File: config.mk
export PLATFORM = sky130hd
export DESIGN_NAME = twes_top
export DESIGN_NICKNAME = d
export VERILOG_FILES = /design/src/verilog/twes_pkg.sv /design/src/verilog/twes_top.sv
export SDC_FILE = /design/constraint.sdc
export NUM_CORES = 1
export LEC_CHECK = 0
export ABC_AREA = 0
export BUFFER_PORTS_ARGS = -buffer_cell sky130_fd_sc_hd__buf_2
export CAP_MARGIN = 40
export CORE_ASPECT_RATIO = 1.4
export CORE_UTILIZATION = 50
export DETAILED_ROUTE_END_ITERATION = 10
export GPL_TIMING_DRIVEN = 0
export HOLD_SLACK_MARGIN = 0.03
export PLACE_DENSITY = 0.76
export SKIP_CTS_REPAIR_TIMING = 1
export SLEW_MARGIN = 10
export SYNTH_ARGS = -nofsm -noshare
export SYNTH_HDL_FRONTEND = slang
export SYNTH_SLANG_ARGS = --single-unit
File: constraint.sdc
create_clock -name clk_in -period 3.8 [get_ports clk_in]
set_clock_uncertainty 0.1 [all_clocks]
set_input_delay 0.76 -clock clk_in [delete_from_list [all_inputs] [get_ports clk_in]]
set_output_delay 0.76 -clock clk_in [all_outputs]
set_load 0.005 [all_outputs]
File: src/verilog/twes_pkg.sv
// package: register map, fields and constants of the two-wire event sequencer
package twes_pkg;

  // ****************************************
  // register byte offsets
  // ****************************************
  localparam logic [7:0] TWES_OFF_CTRL  = 8'h00;
  localparam logic [7:0] TWES_OFF_DATA  = 8'h04;
  localparam logic [7:0] TWES_OFF_IRQST = 8'h08;
  localparam logic [7:0] TWES_OFF_IRQMK = 8'h0c;

  // ****************************************
  // control/status register bit positions
  // ****************************************
  localparam int TWES_B_PROCEED  = 0;
  localparam int TWES_B_XMIT     = 1;
  localparam int TWES_B_ARB_RS   = 2;
  localparam int TWES_B_ADDR     = 3;
  localparam int TWES_B_ACK      = 4;
  localparam int TWES_B_RSTOP    = 5;
  localparam int TWES_B_ROLE     = 6;
  localparam int TWES_B_IEN      = 7;

  // ****************************************
  // interrupt status bits
  // ****************************************
  localparam int TWES_EV_BYTE = 0;
  localparam int TWES_EV_STOP = 1;
  localparam int TWES_EV_ARB  = 2;
  localparam int TWES_EV_W    = 3;

  // ****************************************
  // reset values and timing
  // ****************************************
  localparam logic [7:0] TWES_CTRL_RST  = 8'h00;
  localparam logic [7:0] TWES_DATA_RST  = 8'h00;
  localparam int         TWES_CLK_MHZ   = 250;
  localparam int         TWES_TLOW_NS   = 1300;
  localparam int         TWES_THALF_CYC = (TWES_TLOW_NS * TWES_CLK_MHZ + 999) / 1000;
  localparam logic [9:0] TWES_THALF     = 10'(TWES_THALF_CYC);

  typedef enum logic [3:0] {
    TWES_IDLE, TWES_M_START, TWES_M_BIT, TWES_M_ACK, TWES_M_WAIT,
    TWES_M_STOP, TWES_S_BIT, TWES_S_ACK, TWES_S_WAIT, TWES_ARB_WAIT
  } twes_state_t;

  typedef struct packed {
    logic        psel;
    logic        penable;
    logic        pwrite;
    logic [7:0]  paddr;
    logic [31:0] pwdata;
  } twes_apb_req_t;

  typedef struct packed {
    logic scl_in;
    logic sda_in;
  } twes_pins_t;

endpackage : twes_pkg

File: src/verilog/twes_top.sv
// two-wire event sequencer: byte engine, event flags, apb registers
//
// The implementer's own choices: the placing of the registers and register access over APB.
`timescale 1ns/1ns
`default_nettype none
module twes_top
  import twes_pkg::*;
(
  input  wire logic                    clk_in,
  input  wire logic                    srst_in,
  input  wire twes_pkg::twes_apb_req_t apb_in,
  output logic                         pready_out,
  output logic                         pslverr_out,
  output logic [31:0]                  prdata_out,
  input  wire twes_pkg::twes_pins_t    pins_in,
  input  wire logic [6:0]              own_addr_in,
  output logic                         scl_out,
  output logic                         scl_oe_out,
  output logic                         sda_out,
  output logic                         sda_oe_out,
  output logic                         event_pulse_out,
  output logic                         irq_out
);
  import twes_pkg::*;

  // ****************************************
  // pin synchronisers and edge detection
  // ****************************************
  logic [1:0] scl_sync_q;
  logic [1:0] sda_sync_q;
  logic       scl_q;
  logic       sda_q;
  always_ff @(posedge clk_in)
  begin
    scl_sync_q <= {scl_sync_q[0], pins_in.scl_in};
    sda_sync_q <= {sda_sync_q[0], pins_in.sda_in};
    scl_q      <= scl_sync_q[1];
    sda_q      <= sda_sync_q[1];
  end
  wire scl_s    = scl_sync_q[1];
  wire sda_s    = sda_sync_q[1];
  wire scl_rise = scl_s & ~scl_q;
  wire scl_fall = ~scl_s & scl_q;
  wire bus_start = scl_s & scl_q & sda_q & ~sda_s;
  wire bus_stop  = scl_s & scl_q & ~sda_q & sda_s;

  // ****************************************
  // apb decode
  // ****************************************
  wire acc      = apb_in.psel & apb_in.penable;
  wire wr       = acc & apb_in.pwrite;
  wire hit_ctrl = apb_in.paddr == TWES_OFF_CTRL;
  wire hit_data = apb_in.paddr == TWES_OFF_DATA;
  wire hit_ist  = apb_in.paddr == TWES_OFF_IRQST;
  wire hit_imk  = apb_in.paddr == TWES_OFF_IRQMK;
  wire hit_any  = hit_ctrl | hit_data | hit_ist | hit_imk;
  wire wr_ctrl  = wr & hit_ctrl;
  wire wr_data  = wr & hit_data;
  wire [7:0] wd = apb_in.pwdata[7:0];
  wire go       = wr_ctrl & wd[TWES_B_PROCEED];
  assign pready_out  = 1'b1;
  assign pslverr_out = acc & ~hit_any;

  // ****************************************
  // registers and engine state
  // ****************************************
  twes_state_t     st_q;
  logic [7:0]      ctrl_q;
  logic [7:0]      data_q;
  logic [7:0]      sh_q;
  logic [3:0]      bit_q;
  logic [9:0]      tmr_q;
  logic            first_q;
  logic            sel_q;
  logic            srx_ok_q;
  logic            scl_drv_q;
  logic            sda_drv_q;
  logic [TWES_EV_W-1:0] ist_q;
  logic [TWES_EV_W-1:0] imk_q;
  logic [TWES_EV_W-1:0] ev_d;
  logic [31:0]     rdata_q;

  wire role    = ctrl_q[TWES_B_ROLE];
  wire xmit    = ctrl_q[TWES_B_XMIT];
  wire tmr_end = tmr_q == 10'h000;
  wire [9:0] tmr_dec = tmr_q - 10'h001;

  // arbitration: we release sda (high) but line reads low on scl high
  wire arb_lost = role & ~sda_drv_q & ~sda_s & scl_s & (st_q == TWES_M_BIT) & xmit;

  function automatic logic [7:0] shift_in(input logic [7:0] v, input logic b);
    shift_in = {v[6:0], b};
  endfunction : shift_in

  // ****************************************
  // byte engine
  // ****************************************
  always_ff @(posedge clk_in)
  begin
    ev_d <= '0;
    if (srst_in)
    begin
      st_q      <= TWES_IDLE;
      ctrl_q    <= TWES_CTRL_RST;
      data_q    <= TWES_DATA_RST;
      sh_q      <= 8'h00;
      bit_q     <= 4'h0;
      tmr_q     <= 10'h000;
      first_q   <= 1'b0;
      sel_q     <= 1'b0;
      srx_ok_q  <= 1'b0;
      scl_drv_q <= 1'b0;
      sda_drv_q <= 1'b0;
      ev_d      <= '0;
    end
    else
    begin
      tmr_q <= tmr_end ? 10'h000 : tmr_dec;
      if (wr_data)
        data_q <= wd;
      if (wr_ctrl)
      begin
        ctrl_q <= wd & 8'hd7;
        ctrl_q[TWES_B_ADDR]  <= ctrl_q[TWES_B_ADDR] & ~wd[TWES_B_PROCEED];
        ctrl_q[TWES_B_RSTOP] <= ctrl_q[TWES_B_RSTOP] & ~wd[TWES_B_PROCEED];
      end
      if (bus_start & ~role)
      begin
        first_q  <= 1'b1;
        sel_q    <= 1'b0;
        bit_q    <= 4'h0;
        st_q     <= TWES_S_BIT;
        sda_drv_q <= 1'b0;
      end
      else if (bus_stop & (st_q == TWES_ARB_WAIT))
      begin
        ev_d[TWES_EV_ARB] <= 1'b1;
        st_q <= TWES_IDLE;
      end
      else if (bus_stop & ~role & sel_q)
      begin
        sel_q <= 1'b0;
        st_q  <= TWES_IDLE;
        if (srx_ok_q)
        begin
          ctrl_q[TWES_B_RSTOP]   <= 1'b1;
          ctrl_q[TWES_B_PROCEED] <= 1'b0;
          ev_d[TWES_EV_STOP]     <= 1'b1;
        end
      end
      else if (arb_lost)
      begin
        ctrl_q[TWES_B_ROLE]   <= 1'b0;
        ctrl_q[TWES_B_ARB_RS] <= 1'b1;
        scl_drv_q <= 1'b0;
        sda_drv_q <= 1'b0;
        st_q      <= TWES_ARB_WAIT;
      end
      else
      begin
        case (st_q)
          TWES_IDLE:
            if (go & wd[TWES_B_ROLE])
            begin
              sh_q  <= data_q;
              st_q  <= TWES_M_START;
              tmr_q <= TWES_THALF;
            end
          TWES_M_START:
            if (tmr_end)
            begin
              // start, or repeated start when restart bit set
              sda_drv_q <= 1'b1;
              ctrl_q[TWES_B_ARB_RS] <= 1'b0;
              bit_q <= 4'h0;
              tmr_q <= TWES_THALF;
              st_q  <= TWES_M_BIT;
            end
          TWES_M_BIT:
            if (tmr_end)
            begin
              tmr_q <= TWES_THALF;
              scl_drv_q <= ~scl_drv_q;
              if (!scl_drv_q)
              begin
                if (bit_q == 4'h8)
                  st_q <= TWES_M_ACK;
                else
                begin
                  sda_drv_q <= xmit ? ~sh_q[7] : 1'b0;
                  if (xmit)
                    sh_q <= {sh_q[6:0], 1'b0};
                end
              end
              else
              begin
                if (!xmit)
                  sh_q <= shift_in(sh_q, sda_s);
                bit_q <= bit_q + 4'h1;
              end
            end
          TWES_M_ACK:
            if (tmr_end)
            begin
              tmr_q <= TWES_THALF;
              scl_drv_q <= ~scl_drv_q;
              if (!scl_drv_q)
                sda_drv_q <= ~xmit & ctrl_q[TWES_B_ACK];
              else
              begin
                if (xmit)
                  ctrl_q[TWES_B_ACK] <= ~sda_s;
                else
                  data_q <= sh_q;
                ctrl_q[TWES_B_PROCEED] <= 1'b0;
                ev_d[TWES_EV_BYTE] <= 1'b1;
                st_q <= TWES_M_WAIT;
              end
            end
          TWES_M_WAIT:
            if (go)
            begin
              tmr_q <= TWES_THALF;
              sh_q  <= data_q;
              if (!wd[TWES_B_ROLE])
              begin
                sda_drv_q <= 1'b1;
                st_q <= TWES_M_STOP;
              end
              else if (wd[TWES_B_ARB_RS])
              begin
                sda_drv_q <= 1'b0;
                st_q <= TWES_M_START;
              end
              else
              begin
                bit_q <= 4'h0;
                st_q  <= TWES_M_BIT;
              end
            end
          TWES_M_STOP:
            if (tmr_end)
            begin
              tmr_q <= TWES_THALF;
              if (scl_drv_q)
                scl_drv_q <= 1'b0;
              else
              begin
                sda_drv_q <= 1'b0;
                st_q <= TWES_IDLE;
              end
            end
          TWES_S_BIT:
            if (scl_rise)
            begin
              sh_q  <= shift_in(sh_q, sda_s);
              bit_q <= bit_q + 4'h1;
            end
            else if (scl_fall & (bit_q == 4'h8))
            begin
              if (first_q & (sh_q[7:1] != own_addr_in))
                st_q <= TWES_IDLE;
              else
              begin
                if (first_q)
                  sel_q <= 1'b1;
                if (!first_q & xmit)
                  st_q <= TWES_S_ACK;
                else
                begin
                  sda_drv_q <= ctrl_q[TWES_B_ACK] | first_q;
                  st_q <= TWES_S_ACK;
                end
              end
            end
            else if (scl_fall & xmit & sel_q & ~first_q)
              sda_drv_q <= ~sh_q[7 - bit_q[2:0]];
          TWES_S_ACK:
            if (scl_rise & xmit & ~first_q)
              ctrl_q[TWES_B_ACK] <= ~sda_s;
            else if (scl_fall)
            begin
              sda_drv_q <= 1'b0;
              scl_drv_q <= 1'b1;
              if (!xmit | first_q)
                data_q <= sh_q;
              srx_ok_q <= ctrl_q[TWES_B_ACK] | first_q;
              ctrl_q[TWES_B_ADDR]    <= first_q;
              ctrl_q[TWES_B_PROCEED] <= 1'b0;
              ev_d[TWES_EV_BYTE]     <= 1'b1;
              first_q <= 1'b0;
              st_q    <= TWES_S_WAIT;
            end
          TWES_S_WAIT:
            if (go)
            begin
              // clock stretch ends once firmware proceeds
              scl_drv_q <= 1'b0;
              sh_q  <= data_q;
              bit_q <= 4'h0;
              st_q  <= TWES_S_BIT;
            end
          TWES_ARB_WAIT:
            st_q <= TWES_ARB_WAIT;
          default:
            st_q <= TWES_IDLE;
        endcase
      end
    end
  end

  // ****************************************
  // interrupt status, mask and read data
  // ****************************************
  wire [TWES_EV_W-1:0] ist_clr = (wr & hit_ist) ? wd[TWES_EV_W-1:0] : '0;
  always_ff @(posedge clk_in)
  begin
    if (srst_in)
    begin
      ist_q   <= '0;
      imk_q   <= '0;
      rdata_q <= 32'h0000_0000;
    end
    else
    begin
      ist_q <= (ist_q & ~ist_clr) | ev_d; // set wins
      if (wr & hit_imk)
        imk_q <= wd[TWES_EV_W-1:0];
      if (apb_in.psel & ~apb_in.penable & ~apb_in.pwrite)
      begin
        if (hit_ctrl)
          rdata_q <= {24'h000000, ctrl_q};
        else if (hit_data)
          rdata_q <= {24'h000000, data_q};
        else if (hit_ist)
          rdata_q <= {29'h0, ist_q};
        else if (hit_imk)
          rdata_q <= {29'h0, imk_q};
        else
          rdata_q <= 32'h0000_0000;
      end
    end
  end

  // pulse in the cycle the control flags settle, one cycle before the status flags
  assign event_pulse_out = |ev_d;
  assign irq_out    = ctrl_q[TWES_B_IEN] & |(ist_q & imk_q);
  assign prdata_out = rdata_q;
  assign scl_out    = 1'b0;
  assign sda_out    = 1'b0;
  assign scl_oe_out = scl_drv_q;
  assign sda_oe_out = sda_drv_q;

endmodule : twes_top
`default_nettype wire
==> impl_metrics.toml <==
[global_route]
grt_antenna_before_repair = 0
grt_pass1_wl_mm = 21.6
gr-usage-all-layers = 0.314
globalRouteOverflowTotal = 0
grt_pass1_vias = 4285
grt_max_degree = 15

[floorplanning]
die_y_microns = 113
start_util = 0.517
chipWidth_microns = 81.5
die_area_sq_mm = 0.00923
core_sq_mm = 0.00856
fp-row-count = 40
ios = 94

[pwr]
p_int_w = 0.00175
p_comb_frac = 0.348
irDropWorstVdd_mv = 0.425
p_clk_frac = 0.314
p_leak_nw = 2.08
sequentialPowerShare = 0.339
power_density_mw_per_mm2 = 544
swShare = 0.377
p_sw_w = 0.00106

[cts]
numCtsBuffers = 9
clock_path_buffers = 2
cts.sinks = 70
path_clk_slew_ns = 0.06
cts_tree = "yes"
htreeDepth = 3
clock_tree.root_cell = "clkbuf_16"
insertion_delay_ns = 0.35

[worst_setup_path]
crit_fanout = 10
worstPathArrival_ns = 3.52
startpoint_type = "input port"
critical_path_required_ns = 3.95
rrSetupSlack_ns = 0.58
crit_type = "input port to register"
endpoint_kind = "register"

[route]
drcViolationCount = 0
dr.pass1.iters = 5
vias = 4457
ant_nets = 0
finalWirelength_mm = 13.6
drt-initial-drc-count = 531
wl_per_cell_microns = 18.8
viasPerCell = 6.16

[yosys]
synth.distinct_cells = 69
ys_seq_elements = 70
async_reset_ff_frac = 0
synth-edff-count = 0
yosysSeqAreaShare = 0.317
muxShareOfSynthArea = 0.105
synthFlopType = "dfxtp_1"
synthCells = 535
synth_top_family_by_area = "simple AND/OR/NAND/NOR gates"
syn_area_sq_mm = 0.00442
synthSimpleGateAreaFrac = 0.268
synthTopCellsByArea = "dfxtp_1 (32%), mux2i_1 (5.4%), nor2_1 (5.3%)"
ys_warn_count = 0
synth_top_area_frac = 0.317
syn_avg_cell_area_sq_um = 8.26
synthAdderAreaFrac = 0.0136
synth_compound_area_frac = 0.187
synth_top_area_cell = "dfxtp_1"
synth-xor-area-share = 0.0297

[timing]
max_clock_freq_ghz = 0.297
final_max_slew_viol_count = 0
period_needed_ns = 3.36
worst_slew_pin_slew_ns = 0.857
hold_violations = 0
rsz0062_at_grt = "no"
fin_crit_sh = 0.885
relSlewSlack = 0.428
tns_ns = 0
setup_viol = 0

[placed_design]
hpwlAfterDp_mm = 10.4
port_buffers = 41
gp_congestion = 0.979

[layout]
finish.utilization = 0.604
synthToLayoutAreaGrowth_pct = 16.9
nets = 672
drive_gt1_frac = 0.183
diodes = 0

[job]
drv_cap = 0

[run_status]
status = "complete, no violations"

[min_path]
hold_path.class = "register to register"
## cells by family (layout without fill, tap and decap cells)
group,Yosys count,in the layout
AO/OA/AOI/OAI,123,123
XOR/XNOR,15,15
adder cells (fa/ha/maj),5,5
buffers and inverters,64,123
flip-flops,70,70
multiplexers,39,39
other,2,27
AND/OR/NAND/NOR,217,217
## synth_stat cells (all sizes together), types with 8 or more instances
cell type and instances:
nand2b 8, o21ai 24, mux2 10, inv 9
nor2 62, mux2i 24, a211oi 14, nor3 16
a21oi 37, dfxtp 70, o2bb2ai 9, buf 28
nor2b 10, clkbuf 27, nand2 38, nand3 18
xnor2 12
## stage by stage
stage	setup WS, ns	std cells	hold slack (ns)	area [sq um]	total power, W
2_1_floorplan	0.800	560	0.210	4520	0.00167
3_3_place_gp	0.141	706	0.210	4850	0.00190
3_5_place_dp	0.108	708	0.215	4860	0.00193
4_1_cts	0.444	724	0.229	5170	0.00281
5_1_grt	0.182	724	0.232	5170	0.00297
6_report	0.435	724	0.227	5170	0.00281
## final timing paths
path              endpoint     startpoint  cells after the start
min reg2reg  sda_sync_q[1]  sda_sync_q[0]                      0
min          sda_sync_q[1]  sda_sync_q[0]                      0
max reg2reg      data_q[1]        st_q[2]                      9
max                sh_q[5]     apb_in[33]                      8
## cell usage in the layout (no fill, tap or decap), types with 4 or more instances in the layout
master     synthesis  layout
a211oi_1          14      14
a21oi_1           37      37
a311o_1            4       4
buf_2              1      44
buf_4             27      27
clkbuf_1          27      27
clkbuf_16          0       9
conb_1             2      27
dfxtp_1           70      70
ha_1               4       4
inv_1              9       9
mux2_2            10      10
mux2i_1           24      24
mux4_2             5       5
nand2_1           38      38
nand2b_1           8       8
nand3_1           18      18
nand3b_1           4       4
nand4_1            7       7
nor2_1            62      62
nor2b_1           10      10
nor3_1            15      15
nor3b_1            5       5
nor4_1             5       5
nor4b_1            6       6
o21ai_0           24      24
o2bb2ai_1          9       9
or3_1              6       6
or4_1              5       5
xnor2_1           12      12
## per-layer routing
metal | up-vias | part of all wire | global-route usage
met5 | - | 0 | 0
met4 | 0 | 0.062 | 0.213
met3 | 63 | 0.064 | 0.0589
met2 | 232 | 0.49 | 0.511
met1 | 2076 | 0.38 | 0.364
li1 | 2086 | - | -
## power by group through the flow
stage | sequential (W) | clock [W] | combinational (W)
after global placement | 0.000961 | 0 | 0.000936
after CTS | 0.000952 | 0.000894 | 0.000966
after detailed placement | 0.000968 | 0 | 0.000959
after global routing | 0.000967 | 0.000924 | 0.00108
after floorplan | 0.000925 | 0 | 0.000746
final | 0.000952 | 0.000882 | 0.000978
## registers in the layout, indices dropped and copies added (netlist names), 4 cells and up
signal and flops:
tmr_q 10, ctrl_q 8, data_q 8, prdata_out 8, sh_q 8, bit_q 4
st_q 4
## area by class of cell
type / instances / area, sq um
clock inverters: 7 / 82.6
multi-input cells: 426 / 2770
flip-flops and latches: 70 / 1400
inverters: 9 / 33.8
plain buffers: 55 / 309
clock buffers: 9 / 225
fillers: 787 / 3390
well taps: 105 / 131
repair buffers: 43 / 215
## worst max-delay path: stages
cell and delay [ns]:
buf_2 0.11, or4_1 0.57, nor4_1 0.63, nor2_1 0.15
nor4_2 0.68, buf_2 0.34, nor2_1 0.06, a211oi_1 0.20
Power figures use the tool's default switching activity.
